## src/hw_loop_pkg.sv

```systemverilog
// Purpose: Shared constants and carriers of the two-level hardware loop unit
// Assumes: 32-bit fetch addresses, 32-bit setup instruction length
// Notes: Register offsets are byte addresses on the plain register port
package hw_loop_pkg;

   localparam int ADDR_W = 32;
   localparam int DATA_W = 32;
   localparam int LEVELS = 2;
   localparam int REG_ADDR_W = 8;

   // Register offsets
   localparam logic [REG_ADDR_W-1:0] OFF_TOP0 = 8'h00;
   localparam logic [REG_ADDR_W-1:0] OFF_BOT0 = 8'h04;
   localparam logic [REG_ADDR_W-1:0] OFF_CNT0 = 8'h08;
   localparam logic [REG_ADDR_W-1:0] OFF_TOP1 = 8'h0C;
   localparam logic [REG_ADDR_W-1:0] OFF_BOT1 = 8'h10;
   localparam logic [REG_ADDR_W-1:0] OFF_CNT1 = 8'h14;
   localparam logic [REG_ADDR_W-1:0] OFF_STATUS = 8'h18;

   // Status register fields
   localparam int STAT_ACT0_BIT = 0;
   localparam int STAT_ACT1_BIT = 1;
   localparam int STAT_REJ_BIT = 2;

   // Reset values
   localparam logic [DATA_W-1:0] LOOP_REG_RST = 32'h0000_0000;
   localparam logic [DATA_W-1:0] READ_IDLE = 32'h0000_0000;

   // Setup offset ranges, even values only
   localparam logic [4:0] TOP_OFF_MIN = 5'h04;
   localparam logic [4:0] TOP_OFF_MAX = 5'h1E;
   localparam logic [10:0] BOT_OFF_MIN = 11'h004;
   localparam logic [10:0] BOT_OFF_MAX = 11'h7FE;

   // Length of the setup instruction; a top at this offset needs no redirect
   localparam logic [4:0] SETUP_LEN = 5'h04;

   localparam logic [DATA_W-1:0] CNT_ONE = 32'h0000_0001;
   localparam logic [DATA_W-1:0] CNT_ZERO = 32'h0000_0000;

   typedef enum logic [1:0] {
      CNT_KEEP,
      CNT_PTR,
      CNT_PTR_HALF
   } count_src_e;

   typedef struct packed {
      logic valid;
      logic parallel;
      logic level;
      logic [4:0] topOff;
      logic [10:0] botOff;
      count_src_e cntSrc;
      logic [DATA_W-1:0] pointerVal;
      logic [ADDR_W-1:0] pc;
   } setup_req_s;

   typedef struct packed {
      logic valid;
      logic [ADDR_W-1:0] target;
   } redirect_s;

endpackage : hw_loop_pkg

```

## src/zero_overhead_hw_loop.sv

```systemverilog
// Purpose: Two-level zero-overhead hardware loop unit of the program sequencer
// Assumes: Fetch address, setup request and register port come from logic on clk_sys
// Notes: Redirect and flush follow the fetch or setup that causes them by one cycle
//        A software write beats a same-cycle decrement or setup load
//
// Summary of operation
// - Two nestable levels, each top, bottom, counter
// - Bottom hit, count above one: decrement, jump top
// - Counter tested only at loop bottom
// - Zero count: no decrement, no loopback
// - Count one: decrement only, fall through
// - Counters are 32-bit unsigned registers
// - Top is PC plus unsigned 5-bit even offset
// - Bottom is PC plus unsigned 11-bit offset
// - Setup loads top, bottom and, unless CNT_KEEP, count from pointer
// - Counter designation selects level zero or one
// - Entry redirect only when top not sequential
// - Equal bottoms: level one inner, zero outer
// - Loop registers writable with full 32 bits
// - Loop registers readable and writable by software
// - No active-register writes in last instruction; not enforced, such a write still wins
// - Setup in a parallel group is rejected
// - Top offset 4 to 30, bottom 4 to 2046
//
// Our own choices: the address-and-strobe port and the address map.
`timescale 1ns/1ps

module zero_overhead_hw_loop
   import hw_loop_pkg::*;
(
   input wire logic clk_sys,
   input wire logic sys_rst,
   input wire logic fetchValid,
   input wire logic [ADDR_W-1:0] fetchAddr,
   input wire setup_req_s setupReq,
   input wire logic [REG_ADDR_W-1:0] regAddr,
   input wire logic [DATA_W-1:0] regWrData,
   input wire logic regWr,
   input wire logic regRd,
   output redirect_s redirect_q,
   output logic flushSeq_q,
   output logic setupDone_q,
   output logic setupReject_q,
   output logic [DATA_W-1:0] regRdData_q
);

   logic [ADDR_W-1:0] loopTop_q [LEVELS];
   logic [ADDR_W-1:0] loopBot_q [LEVELS];
   logic [DATA_W-1:0] loopCnt_q [LEVELS];
   logic lastSetupRej_q;

   logic [ADDR_W-1:0] loopTop_d [LEVELS];
   logic [ADDR_W-1:0] loopBot_d [LEVELS];
   logic [DATA_W-1:0] loopCnt_d [LEVELS];

   logic [LEVELS-1:0] bottomHit;
   logic [LEVELS-1:0] takeBack;
   logic setupOk;
   logic setupBad;
   logic [ADDR_W-1:0] setupTop;
   logic [ADDR_W-1:0] setupBot;
   logic [DATA_W-1:0] setupCnt;
   logic entryJump;
   redirect_s redirect_d;
   logic [DATA_W-1:0] rdData_d;

   function automatic logic [ADDR_W-1:0] pcPlus(input logic [ADDR_W-1:0] pc,
                                                 input logic [10:0] off);
      pcPlus = pc + {{(ADDR_W-11){1'b0}}, off};
   endfunction : pcPlus

   function automatic logic evenInRange(input logic [10:0] off,
                                        input logic [10:0] lo,
                                        input logic [10:0] hi);
      evenInRange = !off[0] && (off >= lo) && (off <= hi);
   endfunction : evenInRange

   function automatic logic regHit(input logic [REG_ADDR_W-1:0] addr,
                                   input logic [REG_ADDR_W-1:0] off0,
                                   input logic [REG_ADDR_W-1:0] off1,
                                   input int lvl);
      regHit = (lvl == 0) ? (addr == off0) : (addr == off1);
   endfunction : regHit

   // A level whose counter is zero is idle and ignores its bottom
   function automatic logic levelArmed(input logic [DATA_W-1:0] cnt);
      levelArmed = cnt != CNT_ZERO;
   endfunction : levelArmed

   // The last trip still decrements, but falls through past the bottom
   function automatic logic lastTrip(input logic [DATA_W-1:0] cnt);
      lastTrip = cnt == CNT_ONE;
   endfunction : lastTrip

   // Bottom compare of one level against the current fetch
   function automatic logic atBottom(input logic valid,
                                     input logic [ADDR_W-1:0] addr,
                                     input logic [ADDR_W-1:0] bot);
      atBottom = valid && (addr == bot);
   endfunction : atBottom

   // Accepted setup aimed at the given level
   function automatic logic setupFor(input logic ok, input logic lvl, input int i);
      setupFor = ok && (lvl == i[0]);
   endfunction : setupFor

   // Setup decode; a refused setup leaves every loop register untouched
   always_comb begin
      setupBad = setupReq.parallel;
      if (!evenInRange({6'h00, setupReq.topOff}, {6'h00, TOP_OFF_MIN},
                       {6'h00, TOP_OFF_MAX})) begin
         setupBad = 1'b1;
      end
      if (!evenInRange(setupReq.botOff, BOT_OFF_MIN, BOT_OFF_MAX)) begin
         setupBad = 1'b1;
      end
      setupOk = setupReq.valid && !setupBad;
      // Unsigned offsets only, so a loop can never start behind the setup
      setupTop = pcPlus(setupReq.pc, {6'h00, setupReq.topOff});
      setupBot = pcPlus(setupReq.pc, setupReq.botOff);
      unique case (setupReq.cntSrc)
         CNT_PTR: setupCnt = setupReq.pointerVal;
         CNT_PTR_HALF: setupCnt = setupReq.pointerVal >> 1;
         default: setupCnt = CNT_ZERO;
      endcase
      entryJump = setupOk && (setupReq.topOff != SETUP_LEN);
   end

   // Bottom detection; level one is looked at first as the inner loop
   always_comb begin
      bottomHit[1] = atBottom(fetchValid, fetchAddr, loopBot_q[1]) &&
                     levelArmed(loopCnt_q[1]);
      takeBack[1] = bottomHit[1] && !lastTrip(loopCnt_q[1]);
      // Outer level acts only when the inner level takes no loopback
      bottomHit[0] = !takeBack[1] && atBottom(fetchValid, fetchAddr, loopBot_q[0]) &&
                     levelArmed(loopCnt_q[0]);
      takeBack[0] = bottomHit[0] && !lastTrip(loopCnt_q[0]);
   end

   // Next values of the loop registers; a software write wins the cycle
   always_comb begin
      for (int i = 0; i < LEVELS; i++) begin
         loopTop_d[i] = loopTop_q[i];
         if (setupFor(setupOk, setupReq.level, i)) begin
            loopTop_d[i] = setupTop;
         end
         // Writes in the last loop instruction collide with a loopback;
         // software must keep clear of that slot, the write wins regardless
         if (regWr && regHit(regAddr, OFF_TOP0, OFF_TOP1, i)) begin
            loopTop_d[i] = regWrData;
         end
      end
   end

   // Bottoms follow the same precedence as the tops
   always_comb begin
      for (int i = 0; i < LEVELS; i++) begin
         loopBot_d[i] = loopBot_q[i];
         if (setupFor(setupOk, setupReq.level, i)) begin
            loopBot_d[i] = setupBot;
         end
         if (regWr && regHit(regAddr, OFF_BOT0, OFF_BOT1, i)) begin
            loopBot_d[i] = regWrData;
         end
      end
   end

   // Decrement, then setup load, then software write, lowest first
   always_comb begin
      for (int i = 0; i < LEVELS; i++) begin
         loopCnt_d[i] = loopCnt_q[i];
         if (bottomHit[i]) begin
            loopCnt_d[i] = loopCnt_q[i] - CNT_ONE;
         end
         if (setupFor(setupOk, setupReq.level, i) && (setupReq.cntSrc != CNT_KEEP)) begin
            loopCnt_d[i] = setupCnt;
         end
         // Counter written last arms the level with valid pointers
         if (regWr && regHit(regAddr, OFF_CNT0, OFF_CNT1, i)) begin
            loopCnt_d[i] = regWrData;
         end
      end
   end

   always_ff @(posedge clk_sys) begin
      for (int i = 0; i < LEVELS; i++) begin
         if (sys_rst) begin
            loopTop_q[i] <= LOOP_REG_RST;
         end else begin
            loopTop_q[i] <= loopTop_d[i];
         end
      end
   end

   always_ff @(posedge clk_sys) begin
      for (int i = 0; i < LEVELS; i++) begin
         if (sys_rst) begin
            loopBot_q[i] <= LOOP_REG_RST;
         end else begin
            loopBot_q[i] <= loopBot_d[i];
         end
      end
   end

   always_ff @(posedge clk_sys) begin
      for (int i = 0; i < LEVELS; i++) begin
         if (sys_rst) begin
            loopCnt_q[i] <= LOOP_REG_RST;
         end else begin
            loopCnt_q[i] <= loopCnt_d[i];
         end
      end
   end

   // Redirect: setup entry jump has precedence over a loopback
   always_comb begin
      redirect_d.valid = 1'b0;
      redirect_d.target = '0;
      if (entryJump) begin
         redirect_d.valid = 1'b1;
         redirect_d.target = setupTop;
      end else if (takeBack[1]) begin
         redirect_d.valid = 1'b1;
         redirect_d.target = loopTop_q[1];
      end else if (takeBack[0]) begin
         redirect_d.valid = 1'b1;
         redirect_d.target = loopTop_q[0];
      end
   end

   always_ff @(posedge clk_sys) begin
      if (sys_rst) begin
         redirect_q <= '0;
         flushSeq_q <= 1'b0;
      end else begin
         redirect_q <= redirect_d;
         // Sequential fetches past the bottom are already in flight
         flushSeq_q <= redirect_d.valid;
      end
   end

   always_ff @(posedge clk_sys) begin
      if (sys_rst) begin
         setupDone_q <= 1'b0;
         setupReject_q <= 1'b0;
         lastSetupRej_q <= 1'b0;
      end else begin
         setupDone_q <= setupOk;
         setupReject_q <= setupReq.valid && setupBad;
         if (setupReq.valid) begin
            lastSetupRej_q <= setupBad;
         end
      end
   end

   // Register read port; status is read only, writes to it land nowhere
   always_comb begin
      rdData_d = READ_IDLE;
      unique case (regAddr)
         OFF_TOP0: rdData_d = loopTop_q[0];
         OFF_BOT0: rdData_d = loopBot_q[0];
         OFF_CNT0: rdData_d = loopCnt_q[0];
         OFF_TOP1: rdData_d = loopTop_q[1];
         OFF_BOT1: rdData_d = loopBot_q[1];
         OFF_CNT1: rdData_d = loopCnt_q[1];
         OFF_STATUS: begin
            rdData_d[STAT_ACT0_BIT] = levelArmed(loopCnt_q[0]);
            rdData_d[STAT_ACT1_BIT] = levelArmed(loopCnt_q[1]);
            rdData_d[STAT_REJ_BIT] = lastSetupRej_q;
         end
         default: rdData_d = READ_IDLE;
      endcase
   end

   always_ff @(posedge clk_sys) begin
      if (sys_rst) begin
         regRdData_q <= READ_IDLE;
      end else if (regRd) begin
         regRdData_q <= rdData_d;
      end else begin
         // Data stand only in the cycle after the strobe
         regRdData_q <= READ_IDLE;
      end
   end

endmodule : zero_overhead_hw_loop

```

## config.mk

```make
export PLATFORM = sky130hd
export DESIGN_NAME = zero_overhead_hw_loop
export DESIGN_NICKNAME = d
export VERILOG_FILES = /design/src/hw_loop_pkg.sv /design/src/zero_overhead_hw_loop.sv
export SDC_FILE = /design/constraint.sdc
export NUM_CORES = 1
export LEC_CHECK = 0
export BUFFER_PORTS_ARGS = -buffer_cell sky130_fd_sc_hd__clkbuf_2
export CAP_MARGIN = 25
export CORE_MARGIN = 8
export CORE_UTILIZATION = 30
export CTS_BUF_LIST = sky130_fd_sc_hd__clkbuf_8
export CTS_CLUSTER_SIZE = 10
export DETAILED_ROUTE_END_ITERATION = 12
export PLACE_DENSITY_LB_ADDON = 0.3
export RECOVER_POWER = 25
export SLEW_MARGIN = 5
export SYNTH_ARGS = -nofsm -noshare
export SYNTH_HDL_FRONTEND = slang
export SYNTH_SLANG_ARGS = --single-unit
```

## constraint.sdc

```tcl
create_clock -name clk_sys -period 4.99 [get_ports clk_sys]
set_input_delay 0.499 -clock clk_sys [delete_from_list [all_inputs] [get_ports clk_sys]]
set_output_delay 0.499 -clock clk_sys [all_outputs]
set_load 0.02 [all_outputs]
```

# == Yosys cells after proc, flatten, opt, wreduce, memory -nomap -nowiden ==
# Memory sizes are Yosys's and may differ from the RTL's.
# Cells that the tools add are included.
# op_classes
n_lt_le_gt_ge,4
n_mux,31
shift,0
n_reduce_logical,35
n_div,0
eq_ne,13
add_sub_neg,4
n_bitwise,8
multipliers,0
# op_table
cell,n
32-bit two-way mux,20
29-bit case mux with 6 select lines,1
33-bit two-way mux,3
"32-bit by 1-bit == test with 1-bit output, second input constant",2
32-bit == test,2
32-bit case mux with 2 select lines,1
32-bit nonzero test,2
"32-bit by 1-bit subtractor with 32-bit output, second input constant",2
32-bit by 11-bit adder with 32-bit output,1
32-bit by 5-bit adder with 32-bit output,1
"8-bit by 5-bit == test with 1-bit output, second input constant",3
1-bit logical AND,24
3-bit case mux with 7 select lines,1
"8-bit by 4-bit == test with 1-bit output, second input constant",2
"11-bit by 3-bit greater-or-equal comparator with 1-bit output, second input constant",1
"11-bit less-or-equal comparator, second input constant",1
"8-bit by 3-bit == test with 1-bit output, second input constant",1
8-bit logical NOT,1
1-bit logical NOT,6
1-bit OR,6
"5-bit by 3-bit greater-or-equal comparator with 1-bit output, second input constant",1
"5-bit less-or-equal comparator, second input constant",1
1-bit two-way mux,5
"5-bit by 3-bit inequality test with 1-bit output, second input constant",1
other kinds (5),6
# totals
regBits,68
latch_bits,0
elab_cells,104
in_bits,162
mem_count,3
rom_bits,0
out_inout_bits,68
ramBits,192
# memory_table
name,depth,width,rd,rd_ports_with_merged_regs,wr,line,source
loopBot_q,2,32,2,0,2,zero_overhead_hw_loop.sv:48,logic [ADDR_W-1:0] loopBot_q [LEVELS];
loopCnt_q,2,32,2,0,2,zero_overhead_hw_loop.sv:49,logic [DATA_W-1:0] loopCnt_q [LEVELS];
loopTop_q,2,32,2,0,2,zero_overhead_hw_loop.sv:47,logic [ADDR_W-1:0] loopTop_q [LEVELS];

# == Longest topological paths before layout ==
# depth
ltp_word,12
ltp_mapped,11
mapped_depth_nobuf,10

# == Worst setup path before layout ==
# Ideal clock, no wire load.
# synth_path
path_type,input -> register
from,input port regAddr[2]
to,memory loopCnt_q[1][20]
required_ps,4857
arrival_ps,2706
slack_ps,2151
path_stages,11
setup_time_ps,133
cell_sequence,clkbuf_1 -> nor2b_1 -> nand2_1 -> nor4_1 -> and2_1 -> clkbuf_1 -> or3_1 -> clkbuf_1 -> buf_2 -> buf_1 -> a21oi_1
# synth_lines
item,line,source
from (decl),zero_overhead_hw_loop.sv:36,"input wire logic [REG_ADDR_W-1:0] regAddr,"
to (decl),zero_overhead_hw_loop.sv:49,

# == Worst setup path in the final report ==
# layout_path
from,input port regAddr[2]
to,register regRdData_q[2]
# layout_between
elab_chain_cells,2
# layout_rtl
item,line,source
"8-bit by 5-bit == test with 1-bit output, or another cell as far along",zero_overhead_hw_loop.sv:259,unique case (regAddr)
3-bit case mux with 7 select lines (*),zero_overhead_hw_loop.sv:259,
to (signal assigned),zero_overhead_hw_loop.sv:279,regRdData_q <= rdData_d;
to (decl),zero_overhead_hw_loop.sv:44,output logic [DATA_W-1:0] regRdData_q
# Every way passes the cells marked *; elsewhere a longest branch is shown, timed or not.
# A chain may end at the register's enable or synchronous reset.

==> run_summary.xml <==
<?xml version="1.0" encoding="UTF-8"?>
<metrics>
  <group name="run_status">
    <metric name="outcome" unit="">finished, violations left</metric>
    <metric name="failed_checks" unit="">max-capacitance violations, max-slew violations</metric>
  </group>
  <group name="routing">
    <metric name="post_drt_via_cell_ratio" unit="">6.15</metric>
    <metric name="final_antenna_net_count" unit="">0</metric>
    <metric name="remaining_drc_errors" unit="">0</metric>
    <metric name="detailedRoute.firstIterationViolations" unit="">2407</metric>
    <metric name="vias" unit="">19300</metric>
    <metric name="wl_per_cell" unit="um">29.9</metric>
    <metric name="first_pass_iters" unit="">6</metric>
    <metric name="routed_wl" unit="um">93700</metric>
  </group>
  <group name="clock_tree">
    <metric name="post_cts_buffers" unit="">0</metric>
    <metric name="clock_tree.htree_level_count" unit="">2</metric>
    <metric name="clk-insertion-delay-late" unit="ps">670</metric>
    <metric name="cts_hold_buf" unit="">0</metric>
    <metric name="cts-buffers-inserted" unit="">51</metric>
    <metric name="cts.path.max_buffers" unit="">3</metric>
    <metric name="clkSlewWorstSetupHoldPaths" unit="ps">60</metric>
    <metric name="cts_tree" unit="">yes</metric>
    <metric name="postCtsResizedCells" unit="">0</metric>
    <metric name="cts.root.buffer_cell" unit="">sky130_fd_sc_hd__clkbuf_8</metric>
    <metric name="clkSinkCount" unit="">260</metric>
  </group>
  <group name="synthesis">
    <metric name="yosys_warnings" unit="">0</metric>
    <metric name="ys_types" unit="">80</metric>
    <metric name="yosysSeqAreaShare" unit="">0.308</metric>
    <metric name="synth_area_per_cell" unit="um2">7.70</metric>
    <metric name="synth-edff-count" unit="">0</metric>
    <metric name="postSynthRegisterBits" unit="">260</metric>
    <metric name="synth_top_flop_cell" unit="">sky130_fd_sc_hd__dfxtp_1</metric>
    <metric name="synthesis.area" unit="um2">16900</metric>
    <metric name="synthesis.nets" unit="">2379</metric>
    <metric name="synth_async_sr_flop_share" unit="">0</metric>
    <metric name="synthesis.instances" unit="">2191</metric>
  </group>
  <group name="timing">
    <metric name="timing_hold_violations_final" unit="">0</metric>
    <metric name="setup_repair_after_global_routing_missed_its_margin" unit="">no</metric>
    <metric name="timing.max_slew.rel_slack" unit="">-0.188</metric>
    <metric name="finalWorstSetupSlack" unit="ps">983</metric>
    <metric name="tightestPinTransition" unit="ps">1780</metric>
    <metric name="setup_total_negative_slack" unit="ps">0</metric>
    <metric name="timing_max_transition_violations_final" unit="">33</metric>
    <metric name="setup-violations-final" unit="">0</metric>
    <metric name="worst_clock_skew" unit="ps">27.7</metric>
    <metric name="achievable-frequency" unit="MHz">250</metric>
    <metric name="finalCritPeriodShare" unit="">0.803</metric>
    <metric name="fin_crit" unit="ps">4010</metric>
  </group>
  <group name="power">
    <metric name="power_per_cell_area" unit="nW/um2">278</metric>
    <metric name="power.net_switching" unit="W">0.00180</metric>
    <metric name="clock_power_share" unit="">0.411</metric>
    <metric name="seq_power_share" unit="">0.396</metric>
    <metric name="worst_ir_drop_vdd" unit="uV">154</metric>
    <metric name="p_int" unit="W">0.00367</metric>
    <metric name="power.switching_fraction" unit="">0.329</metric>
    <metric name="total_power" unit="W">0.00547</metric>
    <metric name="power.combinational.fraction" unit="">0.193</metric>
    <metric name="p_leak" unit="nW">7.18</metric>
  </group>
  <group name="floorplanning">
    <metric name="design.die.area" unit="um2">64100</metric>
    <metric name="fp.dieW" unit="um">253</metric>
    <metric name="initial_utilization" unit="">0.301</metric>
    <metric name="die_h" unit="um">253</metric>
    <metric name="core_area" unit="um2">56100</metric>
    <metric name="floorplan.rows" unit="">87</metric>
    <metric name="pin_count" unit="">230</metric>
  </group>
  <group name="setup_path">
    <metric name="critical_path.n_buffers_inverters" unit="">2</metric>
    <metric name="cp_common_cell" unit="">sky130_fd_sc_hd__clkbuf_1</metric>
    <metric name="crit_required" unit="ps">5530</metric>
    <metric name="worst_setup_path_end_kind" unit="">flip-flop</metric>
    <metric name="worstPathCellList" unit="">clkbuf_1 &gt; or3_1 &gt; nor4_1 &gt; clkbuf_1 &gt; a22oi_1 &gt; a21oi_1</metric>
    <metric name="critical-path-slowest-cell" unit="">sky130_fd_sc_hd__clkbuf_1</metric>
    <metric name="crit_family" unit="">buffers and inverters</metric>
    <metric name="cpPeakStageDelay" unit="ps">1340</metric>
    <metric name="critical_path_arrival" unit="ps">4550</metric>
    <metric name="worst_setup_path_start_kind" unit="">input pin</metric>
    <metric name="maximum_net_fanout_on_the_critical_path" unit="">32</metric>
    <metric name="path_class" unit="">in2reg</metric>
  </group>
  <group name="placed_design">
    <metric name="place.gp.congestion" unit="">1.02</metric>
    <metric name="io_buffer_count" unit="">229</metric>
    <metric name="placedCellCount" unit="">3038</metric>
    <metric name="dp_hpwl" unit="um">70700</metric>
    <metric name="post_dp_cell_area" unit="um2">18700</metric>
    <metric name="dp_worst_setup_slack" unit="ps">815</metric>
  </group>
  <group name="grt">
    <metric name="vias_in_the_first_global_route" unit="">17900</metric>
    <metric name="globalRoute.totalOverflow" unit="">0</metric>
    <metric name="grt_first_pass_wirelength" unit="um">132000</metric>
    <metric name="maximum_number_of_pins_on_one_net_before_global_route_repair" unit="">83</metric>
    <metric name="grt_antenna_before_repair" unit="">4</metric>
    <metric name="overall_track_demand_over_capacity_in_global_routing" unit="">0.279</metric>
  </group>
  <group name="finish">
    <metric name="layout.cells.most_common_list" unit="">sky130_fd_sc_hd__dfxtp_1, sky130_fd_sc_hd__nand2_1, sky130_fd_sc_hd__nor2_1, sky130_fd_sc_hd__clkbuf_2, sky130_fd_sc_hd__a21oi_1</metric>
    <metric name="finished_layout_cell_area" unit="um2">19600</metric>
    <metric name="syn_to_final_growth" unit="%">16.4</metric>
    <metric name="stdcell_count" unit="">3130</metric>
    <metric name="final_common_cell" unit="">sky130_fd_sc_hd__dfxtp_1</metric>
    <metric name="num-nets-final" unit="">2524</metric>
    <metric name="drive_gt1_frac" unit="">0.148</metric>
  </group>
  <group name="job">
    <metric name="cap_violations" unit="">2</metric>
  </group>
  <group name="worst_hold_path">
    <metric name="timing.hold.worst.class" unit="">in2reg</metric>
  </group>
</metrics>
[metal layers]
layer,share of wire,GRT usage
met1,0.41,0.366
met2,0.42,0.405
met3,0.11,0.0772
met5,0.00014,0
met4,0.067,0.164
[cell type report]
type / instances / area, um2
Clock inverter: 21 / 97.6
Fill cell: 5949 / 36400
Multi-Input combinational cell: 1729 / 10900
Timing Repair Buffer: 279 / 1470
Sequential cell: 260 / 5200
Tap cell: 756 / 946
Inverter: 15 / 56.3
Clock buffer: 67 / 922
Antenna cell: 3 / 7.51
[synth_stat cells, drive strengths merged, types with 8 or more instances]
library cell | n | area share
dfxtp | 260 | 0.31
nor2 | 248 | 0.055
nand2 | 247 | 0.055
clkbuf | 159 | 0.035
a21oi | 148 | 0.044
o21ai | 103 | 0.031
a211oi | 89 | 0.044
nor3 | 87 | 0.029
xnor2 | 79 | 0.041
a221oi | 77 | 0.046
xor2 | 72 | 0.037
nand3 | 59 | 0.017
mux2i | 54 | 0.032
o211ai | 44 | 0.020
nor4 | 39 | 0.016
a31oi | 35 | 0.013
o22ai | 31 | 0.011
buf | 28 | 0.0084
and3 | 27 | 0.010
a311oi | 25 | 0.013
ha | 24 | 0.018
nand4 | 24 | 0.0089
or3 | 22 | 0.0085
o31ai | 20 | 0.0089
a22oi | 19 | 0.0085
and2 | 18 | 0.0067
o32ai | 18 | 0.0093
inv | 15 | 0.0033
a22o | 12 | 0.0062
a211o | 9 | 0.0047
or4 | 9 | 0.0042
nand2b | 8 | 0.0030
[flip-flops by register name, summed over array words and instances (netlist names)]
signal,count
regRdData_q,32
setupReject_q,1
loopTop_q,64
lastSetupRej_q,1
setupDone_q,1
loopBot_q,64
redirect_q,33
loopCnt_q,64
[stage by stage]
stage	utilization	hold slack, ps
2_1_floorplan	-	444
5_1_grt	0.350	243
4_1_cts	0.352	199
6_report	0.350	234
3_5_place_dp	0.334	504
3_3_place_gp	0.333	494
[power groups by stage]
| stage | Sequential [W] | Combinational, W | Clock [W] |
|---|---|---|---|
| floorplan | 0.00219 | 0.000615 | 0 |
| global placement | 0.00221 | 0.00102 | 0 |
| detailed placement | 0.00221 | 0.00102 | 0 |
| CTS | 0.00216 | 0.00103 | 0.00225 |
| global route | 0.00217 | 0.00112 | 0.00233 |
| finish | 0.00217 | 0.00105 | 0.00225 |
[logic make-up after synthesis]
logic type | share of synthesized area
AND/OR/NAND/NOR | 0.227
AO/OA/AOI/OAI | 0.284
flip-flops | 0.308
buffers and inverters | 0.0471
XOR/XNOR | 0.0784
multiplexers | 0.0347
adder cells (fa/ha/maj) | 0.0202
[worst reg2reg max path, delay by kind of cell, from the launching register on]
kind                      cells  cell delay [ps]
and+or+nand+nor               4             1700
xor gates and xnor gates      1              170
DFF                           1              550
buffers and inverters         1              340
AOI/OAI and AO/OA             2              860
[final timing paths]
check                      to            start  cells after the start  slack [ps]
min reg2reg   loopTop_q[0][5]  loopTop_q[0][5]                      2         520
max            regRdData_q[2]       regAddr[2]                      6         980
min            lastSetupRej_q     setupReq[84]                      2         230
max reg2reg  loopCnt_q[0][28]  loopBot_q[0][2]                      8        1270
Note: power is estimated with default switching activity, not from simulation.
